$ cat src/pkg/scr_pkg.sv
/*
  Constants, types and field layout for the strap capture register bank.
  Assumes an 8-bit indexed I/O port pair and straps sampled once after reset.
*/
package scr_pkg;

  // ----------------------------------------------------------------
  // I/O ports and register indexes
  // ----------------------------------------------------------------
  localparam logic [15:0] SCR_INDEX_PORT = 16'h0022;
  localparam logic [15:0] SCR_DATA_PORT  = 16'h0023;
  localparam logic [7:0]  SCR_IDX_MULT   = 8'h4B;
  localparam logic [7:0]  SCR_IDX_HCLK   = 8'h5F;

  // ----------------------------------------------------------------
  // Field positions and reset values
  // ----------------------------------------------------------------
  localparam int          SCR_MULT_HI_BIT   = 7;
  localparam int          SCR_MULT_LO_BIT   = 6;
  localparam int          SCR_BOOT_W_BIT    = 0;
  localparam int          SCR_SYNTH_LSB     = 3;
  localparam logic [7:0]  SCR_RESET_BYTE    = 8'h00;
  localparam logic [7:0]  SCR_RESET_INDEX   = 8'h00;
  localparam logic [1:0]  SCR_CAPTURE_WAIT  = 2'h2;

  // ----------------------------------------------------------------
  // Types
  // ----------------------------------------------------------------
  typedef struct packed {
    logic       mult_strap_hi;
    logic       mult_strap_lo;
    logic       boot_width_strap;
    logic [2:0] synth_select_straps;
    logic       speed_strap_b;
    logic       speed_strap_a;
  } scr_straps_s;

  typedef enum logic [1:0] {
    SCR_MULT_X1,
    SCR_MULT_X2,
    SCR_MULT_RESERVED
  } scr_mult_e;

  typedef enum logic [2:0] {
    SCR_FREQ_25,
    SCR_FREQ_50,
    SCR_FREQ_60,
    SCR_FREQ_66,
    SCR_FREQ_RESERVED
  } scr_freq_e;

endpackage : scr_pkg

$ cat src/scr_strap_regs.sv
/*
  Strap capture register bank: samples board straps after reset, holds them,
  and serves them read-only through an index/data I/O port pair.
  Strap images live in flip-flops; the decoded multiplier, boot width and
  synthesizer setting are combinational views of those images.
  Assumes single-cycle io_rd/io_wr strobes on core_clk and static strap pins.
  Assumes the straps stay put from reset release until the third clock edge,
  when the image is loaded.
*/
// Contract
// - Bits 7-6 decode as X1 for lo-strap high with hi-strap low, X2 for both high, else reserved.
// - Bit 0 of the multiplier register reports boot width, 0 for 8-bit and 1 for 16-bit.
// - Each strap bit takes the level sampled on its pin after reset.
// - The host-clock strap register ignores all software writes.
// - Bits 7-6 of the host-clock strap register always read zero.
// - Bits 5-3 of the host-clock strap register show the three synth-select straps and drive the synthesizer.
// - With both speed straps low, selects 000/001/010/011 give 25/50/60/66 MHz, all else reserved.
// - The host-clock strap register is reached via ports 0022h/0023h at index 05Fh.
// - The multiplier and boot width register is read-only.
module scr_strap_regs (
  input  wire logic                 core_clk,
  input  wire logic                 rst_n,
  input  wire scr_pkg::scr_straps_s straps_pin,
  input  wire logic [15:0]          io_addr,
  input  wire logic                 io_rd,
  input  wire logic                 io_wr,
  input  wire logic [7:0]           io_wdata,
  output logic      [7:0]           io_rdata,
  output logic                      io_rdata_valid,
  output logic                      straps_ready,
  output scr_pkg::scr_mult_e        cpu_mult,
  output logic                      boot_width_16,
  output logic      [2:0]           synth_select,
  output scr_pkg::scr_freq_e        synth_freq
);

  // ----------------------------------------------------------------
  // Decode helpers
  // ----------------------------------------------------------------
  function automatic scr_pkg::scr_mult_e decode_mult(input logic hi, input logic lo);
    scr_pkg::scr_mult_e m;
    m = scr_pkg::SCR_MULT_RESERVED;
    if (lo && !hi) begin
      m = scr_pkg::SCR_MULT_X1;
    end else if (lo && hi) begin
      m = scr_pkg::SCR_MULT_X2;
    end
    return m;
  endfunction

  function automatic scr_pkg::scr_freq_e decode_freq(input logic [4:0] sel);
    scr_pkg::scr_freq_e f;
    f = scr_pkg::SCR_FREQ_RESERVED;
    case (sel)
      5'h00:   f = scr_pkg::SCR_FREQ_25;
      5'h01:   f = scr_pkg::SCR_FREQ_50;
      5'h02:   f = scr_pkg::SCR_FREQ_60;
      5'h03:   f = scr_pkg::SCR_FREQ_66;
      default: f = scr_pkg::SCR_FREQ_RESERVED;
    endcase
    return f;
  endfunction

  // Address and index matches, shared by decode and the write path
  function automatic logic port_hit(input logic [15:0] addr, input logic [15:0] port);
    return addr == port;
  endfunction

  function automatic logic index_is(input logic [7:0] idx, input logic [7:0] which);
    return idx == which;
  endfunction

  // ----------------------------------------------------------------
  // Pin synchroniser and one-shot capture
  // ----------------------------------------------------------------
  scr_pkg::scr_straps_s sync_meta;
  scr_pkg::scr_straps_s sync_pins;
  scr_pkg::scr_straps_s captured;
  logic [1:0]           cap_cnt;
  logic                 cap_now;

  // Second stage is the only reader of the first
  always_ff @(posedge core_clk or negedge rst_n) begin
    if (!rst_n) begin
      sync_meta <= '0;
      sync_pins <= '0;
    end else begin
      sync_meta <= straps_pin;
      sync_pins <= sync_meta;
    end
  end

  // ----------------------------------------------------------------
  // Capture sequencing
  // ----------------------------------------------------------------
  // Wait until the synchroniser holds post-release samples
  assign cap_now = !straps_ready && (cap_cnt == scr_pkg::SCR_CAPTURE_WAIT);

  always_ff @(posedge core_clk or negedge rst_n) begin
    if (!rst_n) begin
      cap_cnt <= '0;
    end else if (!straps_ready && cap_now == 1'b0) begin
      cap_cnt <= cap_cnt + 2'h1;
    end
  end

  // Loaded once, then frozen until the next reset
  always_ff @(posedge core_clk or negedge rst_n) begin
    if (!rst_n) begin
      captured <= '0;
    end else if (cap_now) begin
      captured <= sync_pins;
    end
  end

  // Sticky until reset, so a late pin change can never reload the image
  always_ff @(posedge core_clk or negedge rst_n) begin
    if (!rst_n) begin
      straps_ready <= 1'b0;
    end else if (cap_now) begin
      straps_ready <= 1'b1;
    end
  end

  // ----------------------------------------------------------------
  // Register images
  // ----------------------------------------------------------------
  logic [7:0] mult_boot_width_straps;
  logic [7:0] host_clock_select_straps;

  // Reserved positions keep the reset byte
  always_comb begin
    mult_boot_width_straps = scr_pkg::SCR_RESET_BYTE;
    mult_boot_width_straps[scr_pkg::SCR_MULT_HI_BIT] = captured.mult_strap_hi;
    mult_boot_width_straps[scr_pkg::SCR_MULT_LO_BIT] = captured.mult_strap_lo;
    mult_boot_width_straps[scr_pkg::SCR_BOOT_W_BIT]  = captured.boot_width_strap;
  end

  always_comb begin
    host_clock_select_straps = scr_pkg::SCR_RESET_BYTE;
    host_clock_select_straps[scr_pkg::SCR_SYNTH_LSB +: 3] = captured.synth_select_straps;
  end

  // ----------------------------------------------------------------
  // Decoded configuration outputs
  // ----------------------------------------------------------------
  logic [4:0] freq_sel;

  // Speed straps sit above the select straps, as the lookup expects
  assign freq_sel      = {captured.speed_strap_b, captured.speed_strap_a, captured.synth_select_straps};
  assign cpu_mult      = decode_mult(captured.mult_strap_hi, captured.mult_strap_lo);
  assign boot_width_16 = captured.boot_width_strap;
  assign synth_select  = captured.synth_select_straps;
  assign synth_freq    = decode_freq(freq_sel);

  // ----------------------------------------------------------------
  // Index/data I/O port pair
  // ----------------------------------------------------------------
  logic [7:0] reg_index;
  logic       hit_index;
  logic       hit_data;
  logic       idx_hclk;
  logic       idx_mult;
  logic       wr_index;
  logic [7:0] data_sel;
  logic [7:0] next_rdata;

  assign hit_index = port_hit(io_addr, scr_pkg::SCR_INDEX_PORT);
  assign hit_data  = port_hit(io_addr, scr_pkg::SCR_DATA_PORT);
  assign idx_hclk  = index_is(reg_index, scr_pkg::SCR_IDX_HCLK);
  assign idx_mult  = index_is(reg_index, scr_pkg::SCR_IDX_MULT);
  assign wr_index  = io_wr && hit_index;

  // ----------------------------------------------------------------
  // Read data select
  // ----------------------------------------------------------------
  // Unknown indexes read zero; data port writes are dropped
  assign data_sel =
      idx_hclk ? host_clock_select_straps :
      idx_mult ? mult_boot_width_straps :
      scr_pkg::SCR_RESET_BYTE;

  assign next_rdata = hit_index ? reg_index : (hit_data ? data_sel : scr_pkg::SCR_RESET_BYTE);

  // ----------------------------------------------------------------
  // Index latch
  // ----------------------------------------------------------------
  // Only the index latch is writable; strap images have no write path
  always_ff @(posedge core_clk or negedge rst_n) begin
    if (!rst_n) begin
      reg_index <= scr_pkg::SCR_RESET_INDEX;
    end else if (wr_index) begin
      reg_index <= io_wdata;
    end
  end

  // ----------------------------------------------------------------
  // Read response
  // ----------------------------------------------------------------
  // Valid follows every read, mapped or not, so software never stalls
  always_ff @(posedge core_clk or negedge rst_n) begin
    if (!rst_n) begin
      io_rdata_valid <= 1'b0;
    end else begin
      io_rdata_valid <= io_rd;
    end
  end

  // Data holds between reads; nothing needs to clear it
  always_ff @(posedge core_clk or negedge rst_n) begin
    if (!rst_n) begin
      io_rdata <= scr_pkg::SCR_RESET_BYTE;
    end else if (io_rd) begin
      io_rdata <= next_rdata;
    end
  end

endmodule // scr_strap_regs

$ cat config.mk
export PLATFORM = sky130hd
export DESIGN_NAME = scr_strap_regs
export DESIGN_NICKNAME = d
export VERILOG_FILES = /design/src/pkg/scr_pkg.sv /design/src/scr_strap_regs.sv
export SDC_FILE = /design/constraint.sdc
export NUM_CORES = 1
export LEC_CHECK = 0
export BUFFER_PORTS_ARGS = -buffer_cell sky130_fd_sc_hd__buf_2
export CORE_ASPECT_RATIO = 0.7
export CORE_UTILIZATION = 53
export CTS_CLUSTER_DIAMETER = 100
export DETAILED_ROUTE_END_ITERATION = 8
export PLACE_DENSITY = 0.83
export SETUP_SLACK_MARGIN = 0.15
export SLEW_MARGIN = 25
export SYNTH_ARGS = -nofsm -noshare
export SYNTH_HDL_FRONTEND = slang
export SYNTH_SLANG_ARGS = --single-unit
$ cat constraint.sdc
create_clock -name core_clk -period 4.3 [get_ports core_clk]
set_clock_uncertainty 0.1 [all_clocks]
set_input_delay 0.645 -clock core_clk [delete_from_list [all_inputs] [get_ports core_clk]]
set_output_delay 0.645 -clock core_clk [all_outputs]
set_load 0.03 [all_outputs]
; After elaboration in Yosys (flattened, before gate mapping)
; Index checks and enable logic that the tools add are counted.
[word_totals]
regBits = 44
latchBits = 0
mem_bits_rw = 0
romBits = 0
input_bits = 36
output_inout_bits = 19
word_cells = 48
n_memories = 0
[op_classes]
add_sub_neg = 1
n_mul = 0
div_mod_pow = 0
magnitude_cmp = 0
n_eq_ne = 8
shifts = 0
muxes = 7
n_bitwise = 1
reduce_logical = 8
[op_table]
columns = cell, count
row1 = 16-bit by 6-bit == test with 1-bit output (second input constant), 2
row2 = 8-bit two-way mux, 4
row3 = 8-bit by 7-bit == test with 1-bit output (second input constant), 2
row4 = 3-bit one-hot mux with 4 select lines, 1
row5 = 5-bit by 2-bit == test with 1-bit output (second input constant), 2
row6 = 5-bit by 1-bit == test with 1-bit output (second input constant), 1
row7 = 1-bit logical AND, 5
row8 = 5-bit zero test, 1
row9 = 2-bit two-way mux, 2
row10 = 2-bit by 1-bit adder with 2-bit output (second input constant), 1
row11 = 2-bit == test (second input constant), 1
row12 = 1-bit zero test, 2
row13 = 1-bit NOT, 1

; Logic depth before layout (Yosys ltp)
; Gate-level depths: netlist of run 1.
[logic_depth]
word_depth = 5
mapped_depth = 6
mapped_depth_nobuf = 5

; Least setup slack after synthesis of run 1
; No wires, ideal clock.
[synth_timing]
path_type = input to register
from = input port io_addr[12]
to = register reg_index[0]
setup_time_ns = 0.125
arrival_time_ns = 1.857
required_ns = 4.075
slack_ns = 2.218
cell_stages = 4
n_path_buf = 0
path_cell_list = nor4_1 -> nand4_1 -> nor3b_4 -> mux2_2
[synth_via]
elab_chain_cells = 2
[synth_lines]
columns = item, line_no
row1 = from (decl), scr_strap_regs.sv:24  ; input wire logic [15:0] io_addr,
row2 = 16-bit by 6-bit == test with 1-bit output, scr_strap_regs.sv:66  ; return addr == port;
row3 = 1-bit logical AND, scr_strap_regs.sv:172  ; assign wr_index = io_wr && hit_index;
row4 = to (signal assigned), scr_strap_regs.sv:191  ; reg_index <= scr_pkg::SCR_RESET_INDEX;
row5 = to (signal assigned), scr_strap_regs.sv:193  ; reg_index <= io_wdata;
row6 = to (decl), scr_strap_regs.sv:159  ; logic [7:0] reg_index;
; Every way passes these cells.
; A chain may end at the register's enable or synchronous reset.

; Worst setup path after layout of run 1
; Ends and elaborated chain as after synthesis.

==> results of run 1 <==
power by group:
group	internal (uW)	leakage (uW)	switching (uW)
Clock	128	0.0000510	130
Combinational	19.0	0.000379	27.8
Sequential	425	0.000546	5.97
cells by family after synthesis:
family          count (synthesis)
simple gates                   28
mux                            15
compound gates                 16
xor+xnor                        1
fa+ha+maj                       1
buf+inv                        20
flops                          44
critical path: cells and delay by family:
kind	cells	cell delay (ns)
multiplexers	1	0.40
AND/OR/NAND/NOR	3	1.07
buffers and inverters	1	0.10
synth_stat cells:
library cell and instances:
a21oi_1 4, nand4_1 1, a31oi_1 2, nor3_1 2
xnor2_1 1, buf_4 3, inv_1 13, o22ai_1 6
nor3b_4 1, nor2b_1 7, nor3b_1 1, dfrtp_1 44
nand2_1 4, ha_1 1, mux2_2 15, and2_1 3
o21ai_0 2, or2_2 1, nor4b_2 1, o32ai_1 2
and4_2 1, nand2b_1 2, clkbuf_1 4, nor4_1 3
nand4b_1 1
cell type report:
cell class / count / area [um^2] / share of cell area (%)
flip-flops and latches: 44 / 1100 / 54.0
multi-input cells: 61 / 479 / 23.5
repair buffers: 54 / 273 / 13.4
clock buffers: 6 / 82.6 / 4.05
inverters: 13 / 48.8 / 2.39
well taps: 36 / 45.0 / 2.21
clock inverters: 2 / 10.0 / 0.491
through the flow:
stage | setup slack [ns] | hold WS (ns) | instance area, um^2 | total power [uW]
finish | 2.15 | 0.232 | 2040 | 736
floorplan | 2.22 | 0.231 | 1670 | 457
global route | 2.09 | 0.262 | 2040 | 766
CTS | 2.16 | 0.255 | 2040 | 745
detailed placement | 1.85 | 0.237 | 1940 | 487
global placement | 2.02 | 0.232 | 1940 | 483
how the worst min path moves through the flow:
stage | cells after the start | endpoint | slack, ns
2_1_floorplan | 0 | sync_pins[0] | 0.23
3_3_place_gp | 0 | sync_pins[5] | 0.23
3_5_place_dp | 0 | sync_pins[0] | 0.24
4_1_cts | 0 | sync_pins[0] | 0.25
5_1_grt | 0 | sync_pins[4] | 0.26
6_report | 1 | sync_meta[6] | 0.23
state kept, by name (all words and copies together) (netlist names):
register	count
io_rdata_valid	1
io_rdata	8
sync_meta	8
reg_index	8
boot_width_16	1
sync_pins	8
synth_select	3
cap_cnt	2
straps_ready	1
captured	4
per-layer routing:
layer  global-route usage (%)  wire (um)
met5                        0          0
met4                     11.2         59
met3                     7.64        223
met2                     36.2       1690
met1                     25.7       1320
==> run summary, run 1 <==
Pins Over Slew Limit = 0
Cell variety after synth = 25
fill count = 210
outcome = complete, no violations
Port Buffers = 54
HPWL after DPL = 2.48 mm
min Tclk post-route = 2.15 ns
mapped cell area = 0.00167 mm^2
reg2reg start = cap_cnt[0]
count of final setup violators = 0
min-delay worst type = in -> async
# H-tree levels = 2
largest net degree at the start of global routing = 45
share of layout cells above drive strength 1 = 45.0%
nets = 216
Synthesis Warnings = 0
All-Layer GR Usage = 22.0%
Initial Utilization = 57.8%
DR WL/cell = 15.2 um
Crit. Startpoint = io_addr[12]
mux cell area share after synthesis = 10.1%
Clock Latency Late Sink = 0.29 ns
xor and xnor area share after synthesis = 0.526%
chip width = 69.0 um
Root Buffer Master = clkbuf_8
final antenna-violating net count = 0
Seq/Total Area, Yosys = 66.1%
Area Growth Syn to Fin = 22.4%
clock tree sinks = 44
Post-Syn Nets = 162
flops & latches, synth = 44
Final Non-Filler Cells = 216
core area = 0.00288 mm^2
CP endpoint = reg_index[0]
vias in the first global route = 1203
main combinational cell family by area after synthesis = simple AND/OR/NAND/NOR gates
setup slack, reg-to-reg = 2.50 ns
TritonCTS Buffers = 5
post-synth top area share = 66.1%
Post-Synth Adder-Cell Area = 0.751%
Required @ worst endpoint = 4.37 ns
crit path max-delay cell type = nor3b_4
Cell Pwr Density = 361 mW/mm^2
crit-path max FO = 8
Synth Area in Compound Gates = 5.86%
CTS tree = yes
drt drc = 0
vias post-DR = 1131
critical path's largest stage delay = 0.47 ns
post_cts resized = 0
drt first pass iters = 4
commonest non-fill, non-tap cell in the layout = buf_2
Via-to-Cell Ratio = 5.24
Initial DRC Count = 54
slew of the pin with the lowest slew margin = 0.710 ns
Reg clk slew, reported paths = 0.07 ns
Post-CTS Hold Buffers = 0
Inst Count DP = 208
setup TNS = 0 ns
Max-cap violations = 0
clk buf depth = 2
slew margin rel. = 52.6%
Setup crit end kind = flop
IO Pins = 55
Post-Synth Simple-Gate Area = 11.5%
synthesized area per cell = 13.3 um^2
Die Y = 48.9 um
post-layout util = 70.7%
post-synthesis cell count = 125
Worst setup SP type = primary input
RePlAce Congestion = 0.837
Ant. Diodes = 0
FF-to-FF path depth = 4
critical path type = in -> reg
cell taking the most area after synthesis = dfrtp_1
crit path DAT = 2.22 ns
DIE AREA = 0.00338 mm^2
Tcrit/Tclk final = 49.9%
Max Clk Rate = 466 MHz
final wirelength = 3.29 mm
initial antenna violation count = 0
grt ovf = 0
row count = 16
first-pass GRT wire length = 5.45 mm
top cells by area, synth = dfrtp_1 66%, mux2_2 10%, inv_1 2.9%
maximum vdd drop = 0.244 mV
CP Cell Sequence = buf_2 -> nor4_1 -> nand4_1 -> nor3b_4 -> mux2_2
commonest cells after routing, fill and taps aside = 53 x buf_2, 44 x dfrtp_1, 15 x mux2_2
leak pwr = 0.000977 uW
post-CTS setup buffers = 0
R2R Path End = captured[7]
Final Hold Violating Endpoints = 0
unrepaired setup endpoints after global routing = no
Note: power is estimated with default switching activity, not from simulation.
==> run 2: changes to the inputs <==
CORE_UTILIZATION = 44   (was 53)
PLACE_DENSITY = 0.74   (was 0.83)
clock period = 1.9 ns   (was 4.3 ns; I/O delays follow)
==> run 2 against run 1 <==
  * Worst hold slack worse by 0.10 ns
  * Global-route usage is 4.1 points lower
  * Non-clock buffer count is 13 higher
  * Design area is 7.5% higher
  * Worst setup slack worse by 1.9 ns
  * Critical endpoint is now synth_freq[1]
  * Highest routed layer unchanged
==> run summary, run 2 (synthesis gave the netlist of run 1 again) <==
# H-tree levels = 2
Inst Count DP = 224
Port Buffers = 54
crit path DAT = 1.26 ns
Initial Utilization = 46.5%
slew of the pin with the lowest slew margin = 0.506 ns
Reg clk slew, reported paths = 0.07 ns
vias in the first global route = 1102
slew margin rel. = 66.0%
DR WL/cell = 13.6 um
chip width = 75.6 um
Setup crit end kind = output port
Final Hold Violating Endpoints = 0
first-pass GRT wire length = 4.98 mm
final antenna-violating net count = 0
min Tclk post-route = 1.64 ns
crit-path max FO = 4
commonest non-fill, non-tap cell in the layout = buf_2
Final Non-Filler Cells = 243
leak pwr = 0.00104 uW
TritonCTS Buffers = 5
IO Pins = 55
Max Clk Rate = 609 MHz
largest net degree at the start of global routing = 25
drt first pass iters = 4
Via-to-Cell Ratio = 4.79
nets = 229
Worst setup SP type = flop
vias post-DR = 1165
row count = 18
Design Power = 1680 uW
min-delay worst type = in -> reg
share of layout cells above drive strength 1 = 44.6%
clk buf depth = 2
RePlAce Congestion = 0.715
grt ovf = 0
Required @ worst endpoint = 1.51 ns
DIE AREA = 0.00404 mm^2
core area = 0.00358 mm^2
All-Layer GR Usage = 17.9%
commonest cells after routing, fill and taps aside = 54 x buf_2, 44 x dfrtp_1, 15 x mux2_2
initial antenna violation count = 0
count of final setup violators = 0
Ant. Diodes = 0
CTS tree = yes
Pins Over Slew Limit = 0
Root Buffer Master = clkbuf_8
Area Growth Syn to Fin = 31.5%
maximum vdd drop = 0.506 mV
Max-cap violations = 0
outcome = complete, no violations
unrepaired setup endpoints after global routing = no
critical path type = reg -> out
drt drc = 0
clock tree sinks = 44
final wirelength = 3.32 mm
Initial DRC Count = 38
Clock Latency Late Sink = 0.29 ns
Die Y = 53.5 um
Cell Pwr Density = 766 mW/mm^2
Tcrit/Tclk final = 86.4%
HPWL after DPL = 2.51 mm
run 2: critical path: stages, from the launching register on:
cell and delay, ns:
dfrtp_1 0.43, nor3_2 0.21, and2_1 0.15, buf_2 0.19
run 2: layout make-up:
type / count / area (um^2)
clock buffer: 6 / 82.6
clock inverter: 2 / 10.0
fill: 299 / 1390
inverter: 13 / 48.8
multi-input combinational: 61 / 484
sequential: 44 / 1100
tap: 50 / 62.6
timing repair buffer: 67 / 403
run 2: metrics by stage:
stage | instance area, um^2 | hold WS [ns] | util, % | worst slack (ns) | setup TNS [ns]
finish | 2190 | 0.127 | 61.2 | 0.259 | 0
global route | 2190 | 0.120 | 61.2 | 0.181 | 0
CTS | 2170 | 0.000546 | 60.5 | 0.207 | 0
detailed placement | 1990 | 0.170 | 55.6 | -0.0987 | -0.713
global placement | 1990 | 0.159 | 55.6 | 0.00724 | 0
floorplan | 1670 | -0.111 | - | 0.178 | 0
run 2: path summary, 6_finish.rpt:
check                                      from  slack, ns        endpoint  cells past startpoint
worst min-delay path                      io_rd       0.13  io_rdata_valid                      1
worst min register to register     sync_meta[0]       0.25    sync_pins[0]                      0
worst max-delay path            synth_select[2]       0.26   synth_freq[1]                      3
min in group asynchronous                 rst_n       0.39    sync_meta[6]                      2
max in group asynchronous                 rst_n       0.82    sync_meta[1]                      3
worst max register to register     reg_index[5]       0.30     io_rdata[0]                      4
run 2: per-layer routing:
| metal | wire, um | vias to the layer above | GRT usage, % |
|---|---|---|---|
| li1 | - | 558 | - |
| met1 | 1400 | 570 | 21.9 |
| met2 | 1730 | 33 | 29.3 |
| met3 | 169 | 4 | 5.90 |
| met4 | 19 | 0 | 6.79 |
| met5 | 0 | - | 0 |
run 2: where the power goes:
group          internal, uW  switching, uW
Combinational          58.7           66.0
Sequential              963           12.7
Clock                   290            289
run 2: repair_timing:
action	CTS	global route
gates resized for setup	1	0
buffers inserted	0	2
cloned	0	0
pin swaps	0	1
hold buffers	8	1
endpoints found under the hold margin	27	1
endpoints found under the setup margin	1	8
